File: src/mlfr_map.svh
// Register offsets, field positions, reset values and timing counts.
`ifndef MLFR_MAP_SVH
`define MLFR_MAP_SVH
`define MLFR_OFS_CONFIG      4'h0
`define MLFR_OFS_RETRY_LIM   4'h1
`define MLFR_OFS_CONTROL     4'h2
`define MLFR_OFS_STATUS      4'h3
`define MLFR_OFS_IRQ_STATUS  4'h4
`define MLFR_OFS_IRQ_MASK    4'h5
`define MLFR_CFG_RETRY_HI    10
`define MLFR_CFG_RETRY_LO    7
`define MLFR_CFG_MODE_HI     6
`define MLFR_CFG_MODE_LO     3
`define MLFR_CFG_TMO_EN      2
`define MLFR_CFG_RATE_EN     1
`define MLFR_CFG_SAT_EN      0
`define MLFR_CFG_RESET       32'h0000_0000
`define MLFR_RETRY_LIM_RESET 3'h0
`define MLFR_CLK_MHZ         250
`define MLFR_HALF_S_MS       500
`define MLFR_HALF_S_CYC      (`MLFR_HALF_S_MS * 1000 * `MLFR_CLK_MHZ)
`endif

File: src/mlfr_pkg.sv
// Types shared by the motor lock fault response logic.
package mlfr_pkg;
  typedef enum logic [1:0] {
    MLFR_DRV_RUN,
    MLFR_DRV_TRISTATE,
    MLFR_DRV_RECIRC,
    MLFR_DRV_BRAKE
  } mlfr_drive_t;
  typedef struct packed {
    mlfr_drive_t drive;
    logic        brake_high;
  } mlfr_gate_cmd_t;
  typedef struct packed {
    logic lock;
    logic pos_timeout;
    logic pos_rate;
    logic current_sat;
    logic speed_sat;
  } mlfr_events_t;
endpackage

File: src/mlfr_top.sv
// Motor lock fault response selection with its register slave.
`timescale 1ns/10ps
`include "mlfr_map.svh"
`default_nettype none
module mlfr_top
  import mlfr_pkg::*;
#(
  parameter int unsigned HALF_S_CYC = `MLFR_HALF_S_CYC
) (
  input  wire logic           mclk,
  input  wire logic           rst_b,
  input  wire logic [3:0]     avs_address,
  input  wire logic           avs_read,
  input  wire logic           avs_write,
  input  wire logic [31:0]    avs_writedata,
  output logic      [31:0]    avs_readdata,
  output logic                avs_waitrequest,
  input  wire logic           lock_detect_in,
  input  wire logic           pos_timeout_in,
  input  wire logic           pos_rate_in,
  input  wire logic           current_sat_in,
  input  wire logic           speed_sat_in,
  output mlfr_gate_cmd_t      gate_cmd,
  output logic                fault_indicator_pin_n,
  output logic                pos_timeout_fault,
  output logic                pos_rate_fault,
  output logic                current_sat_flag,
  output logic                speed_sat_flag,
  output logic                irq
);

  mlfr_events_t    ev_meta;
  mlfr_events_t    ev_sync;
  logic [31:0]     cfg;
  logic [2:0]      retry_count_limit;
  logic [4:0]      irq_status;
  logic [4:0]      irq_mask;
  logic            lock_latched;
  logic            lock_active;
  logic            retry_wait;
  logic [3:0]      retry_used;
  logic [31:0]     delay_cnt;
  logic [31:0]     next_delay_target;
  logic            sw_clear;
  logic            bus_done;
  logic            bus_wr;
  logic [3:0]      held_mode;
  logic [4:0]      status_set;
  logic            status_clr;
  logic [3:0]      lock_response_select;
  logic [3:0]      lock_retry_delay;
  logic            lock_event;
  logic            ev_lock_q;
  mlfr_gate_cmd_t  next_gate;
  logic            next_pin_n;

  assign lock_response_select = cfg[`MLFR_CFG_MODE_HI:`MLFR_CFG_MODE_LO];
  assign lock_retry_delay     = cfg[`MLFR_CFG_RETRY_HI:`MLFR_CFG_RETRY_LO];

  // Returns the driver state that a lock code calls for.
  function automatic mlfr_gate_cmd_t mode_gate(input logic [3:0] m);
    mlfr_gate_cmd_t g;
    g = '{drive: MLFR_DRV_RUN, brake_high: 1'b0};
    case (m)
      4'h0, 4'h4: g.drive = MLFR_DRV_TRISTATE;
      4'h1, 4'h5: g.drive = MLFR_DRV_RECIRC;
      4'h2, 4'h6: g = '{drive: MLFR_DRV_BRAKE, brake_high: 1'b1};
      4'h3, 4'h7: g = '{drive: MLFR_DRV_BRAKE, brake_high: 1'b0};
      default:    g.drive = MLFR_DRV_RUN;
    endcase
    return g;
  endfunction

  // Tells whether a lock code uses automatic retry.
  function automatic logic mode_retry(input logic [3:0] m);
    return (m >= 4'h4) && (m <= 4'h7);
  endfunction

  // Tells whether a lock code only reports and leaves the driver alone.
  function automatic logic mode_report(input logic [3:0] m);
    return m == 4'h8;
  endfunction

  // Tells whether a lock code switches lock detection off.
  function automatic logic mode_off(input logic [3:0] m);
    return m > 4'h8;
  endfunction

  // Tells whether a completed write targets the given register.
  function automatic logic reg_hit(input logic       strobe,
                                   input logic [3:0] adr,
                                   input logic [3:0] ofs);
    return strobe && (adr == ofs);
  endfunction

  // Two-stage synchroniser for the external event levels.
  always_ff @(posedge mclk or negedge rst_b) begin
    if (!rst_b) begin
      ev_meta <= '0;
      ev_sync <= '0;
    end else begin
      ev_meta <= '{lock_detect_in, pos_timeout_in, pos_rate_in,
                   current_sat_in, speed_sat_in};
      ev_sync <= ev_meta;
    end
  end

  // Rising edge of a lock detection, ignored while detection is disabled.
  always_ff @(posedge mclk or negedge rst_b) begin
    if (!rst_b) begin
      ev_lock_q <= 1'b0;
    end else begin
      ev_lock_q <= ev_sync.lock;
    end
  end
  assign lock_event = ev_sync.lock && !ev_lock_q &&
                      !mode_off(lock_response_select);

  // Response code captured when a fault starts; a later rewrite of the
  // configuration keeps the action of a pending fault, except that a code
  // above 8 switches detection off and ends the fault.
  always_ff @(posedge mclk or negedge rst_b) begin
    if (!rst_b) begin
      held_mode <= 4'h0;
    end else if (lock_event && !lock_active) begin
      held_mode <= lock_response_select;
    end
  end

  // Retry delay in cycles: 0h and 1h are one half second, code n above 1 is n-1 seconds.
  always_comb begin
    if (lock_retry_delay <= 4'h1) begin
      next_delay_target = HALF_S_CYC;
    end else begin
      next_delay_target = 32'(HALF_S_CYC * 2 *
                              (32'(lock_retry_delay) - 32'd1));
    end
  end

  // Lock fault sequencing: latch, retry wait and retry counting.
  always_ff @(posedge mclk or negedge rst_b) begin
    if (!rst_b) begin
      lock_active  <= 1'b0;
      lock_latched <= 1'b0;
      retry_wait   <= 1'b0;
      retry_used   <= 4'h0;
      delay_cnt    <= 32'h0000_0000;
    end else if (sw_clear) begin
      lock_active  <= 1'b0;
      lock_latched <= 1'b0;
      retry_wait   <= 1'b0;
      retry_used   <= 4'h0;
      delay_cnt    <= 32'h0000_0000;
    end else if (mode_off(lock_response_select)) begin
      lock_active  <= 1'b0;
      lock_latched <= 1'b0;
      retry_wait   <= 1'b0;
    end else if (lock_event && !lock_active) begin
      lock_active <= 1'b1;
      if (mode_retry(lock_response_select) &&
          retry_used < {1'b0, retry_count_limit}) begin
        retry_wait <= 1'b1;
        delay_cnt  <= 32'h0000_0000;
      end else if (!mode_report(lock_response_select)) begin
        lock_latched <= 1'b1;
      end
    end else if (retry_wait) begin
      if (delay_cnt + 32'd1 >= next_delay_target) begin
        retry_wait  <= 1'b0;
        lock_active <= 1'b0;
        retry_used  <= retry_used + 4'h1;
      end else begin
        delay_cnt <= delay_cnt + 32'd1;
      end
    end else if (lock_active && mode_report(held_mode) &&
                 !ev_sync.lock) begin
      lock_active <= 1'b0;
    end
  end

  // Driver command and fault pin chosen from the current lock state.
  always_comb begin
    next_gate  = '{drive: MLFR_DRV_RUN, brake_high: 1'b0};
    next_pin_n = 1'b1;
    if (lock_active) begin
      next_pin_n = 1'b0;
      if (!mode_report(held_mode)) begin
        next_gate = mode_gate(held_mode);
      end
    end
  end

  // Registered driver command and fault pin.
  always_ff @(posedge mclk or negedge rst_b) begin
    if (!rst_b) begin
      gate_cmd              <= '{drive: MLFR_DRV_RUN, brake_high: 1'b0};
      fault_indicator_pin_n <= 1'b1;
    end else begin
      gate_cmd              <= next_gate;
      fault_indicator_pin_n <= next_pin_n;
    end
  end

  // Registered indicator flags, each gated by its enable bit.
  always_ff @(posedge mclk or negedge rst_b) begin
    if (!rst_b) begin
      pos_timeout_fault <= 1'b0;
      pos_rate_fault    <= 1'b0;
      current_sat_flag  <= 1'b0;
      speed_sat_flag    <= 1'b0;
    end else begin
      pos_timeout_fault <= ev_sync.pos_timeout && cfg[`MLFR_CFG_TMO_EN];
      pos_rate_fault    <= ev_sync.pos_rate && cfg[`MLFR_CFG_RATE_EN];
      current_sat_flag  <= ev_sync.current_sat && cfg[`MLFR_CFG_SAT_EN];
      speed_sat_flag    <= ev_sync.speed_sat && cfg[`MLFR_CFG_SAT_EN];
    end
  end

  // Interrupt level, high while an unmasked sticky bit is set.
  always_ff @(posedge mclk or negedge rst_b) begin
    if (!rst_b) begin
      irq <= 1'b0;
    end else begin
      irq <= |(irq_status & irq_mask);
    end
  end

  // Avalon slave answers every access one cycle after it is presented.
  // Waitrequest idles high, so it comes from a flop and drops for the
  // single answering cycle.
  always_ff @(posedge mclk or negedge rst_b) begin
    if (!rst_b) begin
      avs_waitrequest <= 1'b1;
    end else begin
      avs_waitrequest <= !((avs_read || avs_write) && avs_waitrequest);
    end
  end
  assign bus_done = !avs_waitrequest;
  assign bus_wr   = avs_write && bus_done;
  assign sw_clear = reg_hit(bus_wr, avs_address, `MLFR_OFS_CONTROL) &&
                    avs_writedata[0];

  // Configuration and mask registers.
  always_ff @(posedge mclk or negedge rst_b) begin
    if (!rst_b) begin
      cfg               <= `MLFR_CFG_RESET;
      retry_count_limit <= `MLFR_RETRY_LIM_RESET;
      irq_mask          <= 5'h00;
    end else if (bus_wr) begin
      case (avs_address)
        `MLFR_OFS_CONFIG:    cfg <= {21'h000000, avs_writedata[10:0]};
        `MLFR_OFS_RETRY_LIM: retry_count_limit <= avs_writedata[2:0];
        `MLFR_OFS_IRQ_MASK:  irq_mask <= avs_writedata[4:0];
        default:             cfg <= cfg;
      endcase
    end
  end

  // Events that set the sticky bits, and the clear strobe for them.
  assign status_set = {lock_event, !next_pin_n && lock_latched,
                       pos_timeout_fault, pos_rate_fault,
                       current_sat_flag || speed_sat_flag};
  assign status_clr = reg_hit(bus_wr, avs_address, `MLFR_OFS_IRQ_STATUS);

  // One sticky bit per event; a set in the same cycle as a
  // write-one-to-clear wins, so no event is lost.
  for (genvar i = 0; i < 5; i++) begin : g_sticky
    always_ff @(posedge mclk or negedge rst_b) begin
      if (!rst_b) begin
        irq_status[i] <= 1'b0;
      end else if (status_set[i]) begin
        irq_status[i] <= 1'b1;
      end else if (status_clr && avs_writedata[i]) begin
        irq_status[i] <= 1'b0;
      end
    end
  end

  // Read data, registered; unmapped addresses read zero.
  always_ff @(posedge mclk or negedge rst_b) begin
    if (!rst_b) begin
      avs_readdata <= 32'h0000_0000;
    end else if (avs_read && !bus_done) begin
      case (avs_address)
        `MLFR_OFS_CONFIG:     avs_readdata <= cfg;
        `MLFR_OFS_RETRY_LIM:  avs_readdata <= {29'h0, retry_count_limit};
        `MLFR_OFS_STATUS:     avs_readdata <= {24'h0, retry_used,
                                               retry_wait, lock_latched,
                                               lock_active, !next_pin_n};
        `MLFR_OFS_IRQ_STATUS: avs_readdata <= {27'h0, irq_status};
        `MLFR_OFS_IRQ_MASK:   avs_readdata <= {27'h0, irq_mask};
        default:              avs_readdata <= 32'h0000_0000;
      endcase
    end
  end

endmodule
`default_nettype wire

File: config.mk
export PLATFORM = sky130hd
export DESIGN_NAME = mlfr_top
export DESIGN_NICKNAME = d
export VERILOG_FILES = /design/src/mlfr_pkg.sv /design/src/mlfr_top.sv
export VERILOG_INCLUDE_DIRS = /design/src
export SDC_FILE = /design/constraint.sdc
export NUM_CORES = 1
export LEC_CHECK = 0
export BUFFER_PORTS_ARGS = -buffer_cell sky130_fd_sc_hd__buf_2
export CORE_ASPECT_RATIO = 1.2
export CORE_MARGIN = 1.5
export CORE_UTILIZATION = 35
export DETAILED_ROUTE_END_ITERATION = 16
export PLACE_DENSITY_LB_ADDON = 0.25
export SETUP_SLACK_MARGIN = 0.4
export SLEW_MARGIN = 10
export SYNTH_ARGS = -nofsm -noshare
export SYNTH_HDL_FRONTEND = slang
export SYNTH_SLANG_ARGS = --single-unit
File: constraint.sdc
create_clock -name mclk -period 26.7 [get_ports mclk]
set_input_delay 1.335 -clock mclk [delete_from_list [all_inputs] [get_ports mclk]]
set_output_delay 1.335 -clock mclk [all_outputs]
set_load 0.01 [all_outputs]
; ---- Word-level counts from Yosys, hierarchy flattened
; Index checks and enable logic that the tools add are counted.
[totals]
regBits = 120
out_inout_bits = 42
wordCells = 168
inputBits = 45
[classes]
add_sub_neg = 3
mul = 1
n_eq_ne = 22
bitwise_logic = 1
n_lt_le_gt_ge = 6
muxes = 45
reduce_logical = 55
[op_table]
columns = op, n
row1 = two-way mux 32 bit, 7
row2 = case mux 11 bit (5 select lines), 1
row3 = adder 32 x 1 -> 32 bit (second input constant), 1
row4 = greater-or-equal comparator 32 bit, 1
row5 = multiplier 21 x 32 -> 25 bit (first input constant), 1
row6 = two-way mux 1 bit, 29
row7 = == test 4 x 3 -> 1 bit (second input constant), 6
row8 = logical AND 1 bit, 23
row9 = two-way mux 4 bit, 5
row10 = == test 4 x 2 -> 1 bit (second input constant), 4
row11 = nonzero test 2 bit, 7
row12 = != test 3 bit (second input constant), 3
row13 = == test 4 x 1 -> 1 bit (second input constant), 2
row14 = == test 4 bit (second input constant), 2
row15 = logical NOT 4 bit, 2
row16 = AND reduction 2 bit, 4
row17 = AND reduction 4 bit, 2
row18 = logical NOT 1 bit, 6
row19 = two-way mux 3 bit, 2
row20 = case mux 2 bit (3 select lines), 1
row21 = nonzero test 3 bit, 2
row22 = OR reduction 2 bit, 3
row23 = bitwise AND 5 bit, 1
row24 = != test 5 x 1 -> 1 bit (second input constant), 1
row25 = other kinds (15), 17

; ---- Logic depth before layout (Yosys ltp)
; Gate-level depths: netlist (run 1).
[logic_depth]
ltp_word = 9
mapped_depth = 35
mapped_depth_nobuf = 33

; ---- Worst setup path before layout (run 1)
; Ideal clock, no wire load.
[synth_timing]
kind = flip-flop to flip-flop
startpoint = register cfg[7]
endpoint = register delay_cnt[11]
slack_ns = 17.325
required_time_ns = 26.574
path_stages_with_launch = 36
period_less_slack_ns = 9.375
arrival_time_ns = 9.249
setup_ns = 0.126
n_path_buf = 2
path_cell_list = dfrtp_1 > inv_1 > ha_1 > nand2_1 > inv_1 > ha_1 > nand2_1 > inv_1 > nor2_1 > ha_1 > inv_1 > fa_1 > inv_1 > ha_1 > inv_1 > fa_1 > fa_1 > inv_1 > ha_1 > and3_1 > a31o_2 > a2111o_1 > a2111oi_0 > nor2_1 > mux2i_1 > nor2_1 > ha_1 > nand4_1 > or2_0 > nor3_1 > a21bo_2 > and3_2 > clkbuf_4 > and2_1 > buf_2 > a221o_1
[synth_via]
elab_chain_len = 6
elab_cells_between_ends = 7
classes_between = add/sub (1) / mul (1) / order compare (2) / eq/ne (1) / mux (1) / reduce/logical (1)
[synth_rtl]
columns = element, line_no
row1 = "start, declared", mlfr_top.sv:34  ; logic [31:0] cfg;
row2 = "start signal, assigned", mlfr_top.sv:246  ; cfg <= `MLFR_CFG_RESET;
row3 = "start signal, assigned", mlfr_top.sv:251  ; `MLFR_OFS_CONFIG: cfg <= {21'h000000, avs_writedata[10:0]};
row4 = "start signal, assigned", mlfr_top.sv:254  ; default: cfg <= cfg;
row5 = subtractor 4 x 1 -> 5 bit, mlfr_top.sv:136  ; (32'(lock_retry_delay) - 32'd1));
row6 = multiplier 21 x 32 -> 25 bit, mlfr_top.sv:135  ; next_delay_target = 32'(HALF_S_CYC * 2 *
row7 = two-way mux 32 bit (*), mlfr_top.sv:132  ; if (lock_retry_delay <= 4'h1) begin
row8 = greater-or-equal comparator 32 bit (*), mlfr_top.sv:168  ; if (delay_cnt + 32'd1 >= next_delay_target) begin
row9 = != test 3 bit (no line) (*), --
row10 = AND reduction 4 bit (no line) (*), --
row11 = "end signal, assigned", mlfr_top.sv:173  ; delay_cnt <= delay_cnt + 32'd1;
row12 = "end, declared", mlfr_top.sv:42  ; logic [31:0] delay_cnt;
; Every way passes the cells marked *; elsewhere a longest branch is shown, timed or not.
; A chain may end at the register's enable or synchronous reset.

; ---- Final worst setup path (run 1)
[layout_timing]
startpoint = register cfg[7]
endpoint = register delay_cnt[31]
; The elaborated chain is that of the path after synthesis.

==> results of run 1 <==
==> cell families after synthesis <==
group           Yosys count
mux                      30
simple gates            282
flops                    99
compound gates          166
other cells               1
fa+ha+maj               173
xor+xnor                 49
buf+inv                 174
==> path summary, 6_finish.rpt <==
path                            startpoint       endpoint  slack, ns
worst max register to register      cfg[7]  delay_cnt[31]      16.68
min in group asynchronous            rst_b     ev_meta[0]       0.95
worst min-delay path            ev_meta[3]     ev_sync[3]       0.36
max in group asynchronous            rst_b   delay_cnt[8]      24.57
worst min register to register  ev_meta[3]     ev_sync[3]       0.36
worst max-delay path                cfg[7]  delay_cnt[31]      16.68
==> worst max-delay path, delay by kind of cell, from the launching register on <==
| family | cells | cell delay (ns) |
|---|---|---|
| and+or+nand+nor | 7 | 2.11 |
| adders and majority gates | 10 | 4.34 |
| muxes | 1 | 0.16 |
| xor gates and xnor gates | 1 | 0.77 |
| AOI/OAI and AO/OA | 6 | 1.44 |
| DFF | 1 | 0.50 |
| buffers and inverters | 5 | 0.58 |
==> cell type report <==
type	count	area share (%)
repair buffers	50	2.71
flip-flops and latches	99	25.1
clock buffers	10	2.32
clock inverters	6	0.582
inverters	123	4.67
well taps	330	4.18
multi-input cells	721	60.5
==> placed cells by master, fill, tap and decap left out, types with 4 or more instances in the layout <==
master,synthesis,layout
sky130_fd_sc_hd__ha_1,125,125
sky130_fd_sc_hd__inv_1,123,123
sky130_fd_sc_hd__dfrtp_1,97,97
sky130_fd_sc_hd__nand2_1,80,80
sky130_fd_sc_hd__nor2_1,63,63
sky130_fd_sc_hd__fa_1,48,48
sky130_fd_sc_hd__buf_2,6,43
sky130_fd_sc_hd__xnor2_1,33,33
sky130_fd_sc_hd__nand3_1,28,28
sky130_fd_sc_hd__o21ai_0,26,26
sky130_fd_sc_hd__a21oi_1,24,24
sky130_fd_sc_hd__a22o_1,24,24
sky130_fd_sc_hd__mux2_2,22,22
sky130_fd_sc_hd__nor3_1,21,21
sky130_fd_sc_hd__conb_1,1,21
sky130_fd_sc_hd__xor2_1,16,16
sky130_fd_sc_hd__nand4_1,14,14
sky130_fd_sc_hd__and3_1,13,13
sky130_fd_sc_hd__a21o_1,12,12
sky130_fd_sc_hd__o211ai_1,10,10
sky130_fd_sc_hd__and2_1,9,9
sky130_fd_sc_hd__a31oi_1,9,9
sky130_fd_sc_hd__clkbuf_16,0,9
sky130_fd_sc_hd__nor2b_1,8,8
sky130_fd_sc_hd__mux2i_1,8,8
sky130_fd_sc_hd__nand2b_1,7,7
sky130_fd_sc_hd__a32oi_1,7,7
sky130_fd_sc_hd__a221o_1,7,7
sky130_fd_sc_hd__buf_4,22,7
sky130_fd_sc_hd__a22oi_1,6,6
sky130_fd_sc_hd__a211oi_1,6,6
sky130_fd_sc_hd__or2_2,6,6
sky130_fd_sc_hd__or3_1,6,6
sky130_fd_sc_hd__nand3b_1,5,5
sky130_fd_sc_hd__and4_1,4,4
sky130_fd_sc_hd__o21a_1,4,4
sky130_fd_sc_hd__o21bai_1,4,4
sky130_fd_sc_hd__o211a_1,4,4
==> stage by stage <==
step	worst slack [ns]	cell area (µm²)	utilization (%)
3_5_place_dp	16.60	9600	37.5
2_1_floorplan	17.32	9260	-
6_report	16.68	9880	38.6
5_1_grt	15.98	9880	38.6
4_1_cts	16.55	9880	38.6
3_3_place_gp	16.61	9600	37.5
==> state kept, by name, summed over array words and instances (netlist names), 3 cells and up <==
signal and cells:
held_mode 4, gate_cmd 3, retry_used 4, irq_status 5, avs_readdata 11, ev_meta 5, retry_count_limit 3, ev_sync 5
cfg 11, irq_mask 5, delay_cnt 32
==> metal layers <==
layer	vias to the layer above	wire length [µm]	GRT usage (%)
li1	3376	-	-
met4	0	261	3.57
met1	3261	9030	19.1
met3	16	379	1.37
met2	80	10200	27.7
met5	-	0	0
==> summary.txt, run 1 <==
RUN STATUS
-------------------------------------------------------------------------------------
Outcome                                                                     completed

GLOBAL ROUTING
-------------------------------------------------------------------------------------
Combined global-route utilization of all metal layers                           15.2%
Global-route wire length before repair                                        33.7 mm
Largest net degree at the start of global routing                                  61
Via count of the first global-routing pass                                       6784
Global route total overflow                                                         0
Antenna violations before repair                                                    0

SYNTHESIS
-------------------------------------------------------------------------------------
Cell area after technology mapping                                        0.00918 mm²
Top cells by instance count after synthesis                              125 x sky130_fd_sc_hd__ha_1, 123 x sky130_fd_sc_hd__inv_1, 97 x sky130_fd_sc_hd__dfrtp_1
Ranking of synthesized cells by area                                     sky130_fd_sc_hd__dfrtp_1 26%, sky130_fd_sc_hd__ha_1 17%, sky130_fd_sc_hd__fa_1 10%
Flop and latch count out of synthesis                                              99
Multiplexer fraction of the synthesized cell area                               3.57%
Cell taking the most area after synthesis                                sky130_fd_sc_hd__dfrtp_1
Async S/R FF share, synth                                                        100%
Top FF cell, synth                                                       sky130_fd_sc_hd__dfrtp_1
Number of flops mapped to enable cells by yosys                                     0
Count of different cell masters after synthesis                                    74
Main combinational cell family by area after synthesis                    adder cells
Post-synthesis share of cell area spent on and, or, nand and nor gates          15.3%
Sequential share of the synthesized area                                        27.0%
Mean cell area of the mapped netlist                                         9.43 µm²
Post-Synth Adder-Cell Area                                                      27.5%
XOR/XNOR share of the synthesized area                                          4.67%
Number of warnings reported in the yosys synthesis log                              0
Area fraction of the dominant cell type after synthesis                         26.4%
Most frequent cell after synthesis                                       sky130_fd_sc_hd__ha_1
Cells after Synth                                                                 974
Fraction of the mapped netlist area in compound gates                           13.1%

PLACE
-------------------------------------------------------------------------------------
Final estimated routing congestion in global placement                          0.809
Estimated wirelength of the detail-placed design                              15.3 mm
Port Buffer Count                                                                  44
Number of instances in the placed design                                         1323

FLOORPLAN
-------------------------------------------------------------------------------------
Std cell rows                                                                      64
DIE AREA                                                                   0.0272 mm²
Initial Util                                                                    35.8%
Core region area                                                           0.0256 mm²
Die X                                                                          151 µm
Die Height                                                                     180 µm
I/O pin total                                                                      87

FINISH
-------------------------------------------------------------------------------------
Storage cell area                                                         0.00248 mm²
Number of antenna cells inserted                                                    0
Number of nets at the end of the flow                                            1222
Footprint of the multi-input gates                                        0.00598 mm²
Final Non-Filler Cells                                                           1339
Fillers                                                                          2618
Layout cell share with drive strength beyond 1                                  10.8%
Signed area change from the synthesized netlist to the final layout             7.67%

ROUTE
-------------------------------------------------------------------------------------
Detailed-routing iteration count for the pre-antenna-repair pass                    7
Post-detailed-route count of antenna-violating nets                                 0
Aggregate routed wire length                                                  19.8 mm
Vias per inst                                                                    5.03
Count of routing violations after the opening detailed-route iteration            290
Post-route DRC violation count                                                      0
Average wire per cell in the routed design                                    14.8 µm
Via count                                                                        6733

WORST SETUP PATH
-------------------------------------------------------------------------------------
Arrival time at the worst endpoint                                           10.25 ns
Crit path max-delay cell type                                            sky130_fd_sc_hd__xor2_1
Critical path required time                                                  26.93 ns
Critical Path Max Stage Delay                                                 0.77 ns
Element type at the critical path end                                       flip-flop
Category of the critical setup timing path                                    reg2reg
Crit path launch type                                                       flip-flop
Peak fanout along the critical path                                                24
Cell count of the worst reg-to-reg path                                            30

TIMING
-------------------------------------------------------------------------------------
Max-slew headroom                                                               38.1%
Max-slew violation total from the final report                                      0
Setup repair after global routing missed its margin                             false
Clock period minus worst slack                                               10.02 ns
Final setup viols                                                                   0
Worst-Margin Slew                                                            0.926 ns
Highest clock rate                                                         0.0998 GHz
Number of failing hold endpoints at the final stage                                 0
Clock Skew                                                                  0.0151 ns
Final Cycle Share                                                               37.5%
Final hold slack                                                             0.360 ns
Sum of negative setup slack                                                      0 ns

CLOCK TREE
-------------------------------------------------------------------------------------
Clock latency on the worst-skew pair                                          0.35 ns
Reg clk slew, reported paths                                                  0.08 ns
CTS H-tree lvls                                                                     3
Clock buffer count from CTS                                                         9
Total setup buffers inserted after CTS                                              0
CTS tree                                                                          yes
Count of instances resized after the clock tree is built                            0
Root Buffer Master                                                       sky130_fd_sc_hd__clkbuf_16
Hold-fix buffer count after cts                                                     0
Total clock sinks                                                                  99
Maximum buffer depth of the clock tree                                              2

FLOW RUN
-------------------------------------------------------------------------------------
Number of max-capacitance violations reported                                       0

WORST HOLD PATH
-------------------------------------------------------------------------------------
Hold/Removal Path Class                                                       reg2reg
Worst hold path depth                                                               0

Power of run 1 is left out: the tool's default activity adds up to more than one toggle a clock period on the data nets, which glitch-free logic cannot reach.
==> run 2: changes to the inputs <==
clock period = 9.8 ns   (was 26.7 ns; I/O delays follow)
==> run 2 against run 1 <==
Net effect:
- register-to-register slack worse by 16 ns
- global-route usage up 0.54 points
- first-iteration DRC count up 8.3%
- die area unchanged
- final cell count up 0.37%
- setup slack worse by 16 ns
==> summary.txt, run 2 (synthesis gave the netlist of run 1 again) <==
RUN STATUS
-------------------------------------------------------------------------------------
Outcome                                                                     completed   unchanged

FINISH
-------------------------------------------------------------------------------------
Commonest non-fill, non-tap cell in the layout                           sky130_fd_sc_hd__ha_1   unchanged
Layout cell share with drive strength beyond 1                                  11.5%   was 10.8%
Final Non-Filler Cells                                                           1344   was 1339
Most flop-heavy register                                                    delay_cnt   unchanged
Number of flip-flops in the largest register                                       32   unchanged
Largest registers                                                        delay_cnt: 32 flops, avs_readdata: 11 flops, cfg: 11 flops   unchanged
Post-route core utilization                                                     38.8%   was 38.6%
Signed area change from the synthesized netlist to the final layout             8.22%   was 7.67%
Commonest cells after routing, fill and taps aside                       125 x sky130_fd_sc_hd__ha_1, 123 x sky130_fd_sc_hd__inv_1, 97 x sky130_fd_sc_hd__dfrtp_1   unchanged
Number of nets at the end of the flow                                            1227   was 1222
Number of antenna cells inserted                                                    0   unchanged

GLOBAL ROUTING
-------------------------------------------------------------------------------------
Global route total overflow                                                         0   unchanged
Combined global-route utilization of all metal layers                           15.7%   was 15.2%
Global-route wire length before repair                                        34.7 mm   was 33.7 mm
Antenna violations before repair                                                    0   unchanged
Via count of the first global-routing pass                                       6977   was 6784
Largest net degree at the start of global routing                                  60   was 61

WORST SETUP PATH
-------------------------------------------------------------------------------------
Capturing element of the worst setup path                                delay_cnt[15]   was delay_cnt[31]
Crit path max-delay cell type                                            sky130_fd_sc_hd__fa_1   was sky130_fd_sc_hd__xor2_1
Crit path launch type                                                       flip-flop   unchanged
Category of the critical setup timing path                                    reg2reg   unchanged
Worst setup path startpoint                                                    cfg[8]   was cfg[7]
Cell count of the worst reg-to-reg path                                            31   was 30
R2r startpoint                                                                 cfg[8]   was cfg[7]
R2R Setup Slk                                                                 1.11 ns   was 16.68 ns
Arrival time at the worst endpoint                                            8.93 ns   was 10.25 ns
Capture instance of the worst register-to-register path                  delay_cnt[15]   was delay_cnt[31]
Element type at the critical path end                                       flip-flop   unchanged
Critical path required time                                                  10.03 ns   was 26.93 ns
Critical Path Max Stage Delay                                                 0.54 ns   was 0.77 ns
Peak fanout along the critical path                                                 9   was 24

CLOCK TREE
-------------------------------------------------------------------------------------
Clock buffer count from CTS                                                         9   unchanged
Maximum buffer depth of the clock tree                                              2   unchanged
Root Buffer Master                                                       sky130_fd_sc_hd__clkbuf_16   unchanged
Count of instances resized after the clock tree is built                            0   unchanged
Clock latency on the worst-skew pair                                          0.35 ns   about the same
Total setup buffers inserted after CTS                                              0   unchanged
Hold-fix buffer count after cts                                                     0   unchanged
CTS tree                                                                          yes   unchanged
Total clock sinks                                                                  99   unchanged
Reg clk slew, reported paths                                                  0.08 ns   about the same
CTS H-tree lvls                                                                     3   unchanged

PLACE
-------------------------------------------------------------------------------------
Port Buffer Count                                                                  44   unchanged
Estimated wirelength of the detail-placed design                              15.9 mm   was 15.3 mm
Number of instances in the placed design                                         1328   was 1323
Final estimated routing congestion in global placement                          0.797   was 0.809

TIMING
-------------------------------------------------------------------------------------
Setup repair after global routing missed its margin                             false   unchanged
Clock Skew                                                                  0.0143 ns   was 0.0151 ns
Final setup viols                                                                   0   unchanged
Sum of negative setup slack                                                      0 ns   unchanged
Max-slew headroom                                                               37.7%   was 38.1%
Highest clock rate                                                          0.115 GHz   was 0.0998 GHz
Max-slew violation total from the final report                                      0   unchanged
Number of failing hold endpoints at the final stage                                 0   unchanged
Final Cycle Share                                                               88.7%   was 37.5%
Worst-Margin Slew                                                            0.934 ns   was 0.926 ns
Clock period minus worst slack                                                8.69 ns   was 10.02 ns
Final hold slack                                                             0.106 ns   was 0.360 ns

WORST HOLD PATH
-------------------------------------------------------------------------------------
Hold/Removal Path Class                                                      in2async   was reg2reg

ROUTE
-------------------------------------------------------------------------------------
Post-detailed-route count of antenna-violating nets                                 0   unchanged
Post-route DRC violation count                                                      0   unchanged
Average wire per cell in the routed design                                    15.1 µm   was 14.8 µm
Vias per inst                                                                    5.09   was 5.03
Via count                                                                        6847   was 6733
Aggregate routed wire length                                                  20.3 mm   was 19.8 mm
Detailed-routing iteration count for the pre-antenna-repair pass                    5   was 7
Count of routing violations after the opening detailed-route iteration            314   was 290

FLOORPLAN
-------------------------------------------------------------------------------------
DIE AREA                                                                   0.0272 mm²   unchanged
Std cell rows                                                                      64   unchanged
Die X                                                                          151 µm   unchanged
Core region area                                                           0.0256 mm²   unchanged
Die Height                                                                     180 µm   unchanged
I/O pin total                                                                      87   unchanged
Initial Util                                                                    35.8%   unchanged

FLOW RUN
-------------------------------------------------------------------------------------
Number of max-capacitance violations reported                                       0   unchanged

run 2: metrics by stage:
step / area [µm²] / worst slack (ns)
2_1_floorplan: 9260 / 0.425
3_3_place_gp: 9640 / 0.730
3_5_place_dp: 9640 / 0.682
4_1_cts: 9920 / 0.614
5_1_grt: 9930 / 0.401
6_report: 9930 / 1.11
run 2: how the worst min path moves through the flow:
stage / start / to / slack (ns) / depth (start not counted)
global placement: ev_meta[2] / ev_sync[2] / 0.33 / 0
detailed placement: ev_meta[4] / ev_sync[4] / 0.34 / 0
CTS: rst_b / cfg[10] / 0.12 / 1
floorplan: rst_b / avs_readdata[0] / 0.19 / 0
finish: rst_b / ev_meta[0] / 0.11 / 1
global route: rst_b / cfg[10] / 0.14 / 1
run 2: routing by layer:
layer | part of all wire, % | vias up | track usage (%)
li1 | - | 3394 | -
met1 | 45 | 3369 | 20.3
met2 | 52 | 72 | 28.4
met3 | 2.0 | 12 | 1.42
met4 | 0.76 | 0 | 2.99
met5 | 0 | - | 0
run 2: worst max-delay path: cells and delay by family, from the launching register on:
family | cells | cell delay (ns)
AO/OA/AOI/OAI | 9 | 1.91
XOR/XNOR | 1 | 0.36
adder cells (fa/ha/maj) | 10 | 4.18
buffers and inverters | 6 | 0.64
flip-flops | 1 | 0.42
AND/OR/NAND/NOR | 5 | 1.08
run 2: cell type report:
class                      count  area [µm²]
inverter                     123         462
clock inverter                 6        60.1
clock buffer                  10         229
tap                          330         413
sequential                    99        2480
timing repair buffer          55         305
multi-input combinational    721        5990
fill                        2602       15700
Power of run 2 is left out for the same reason.
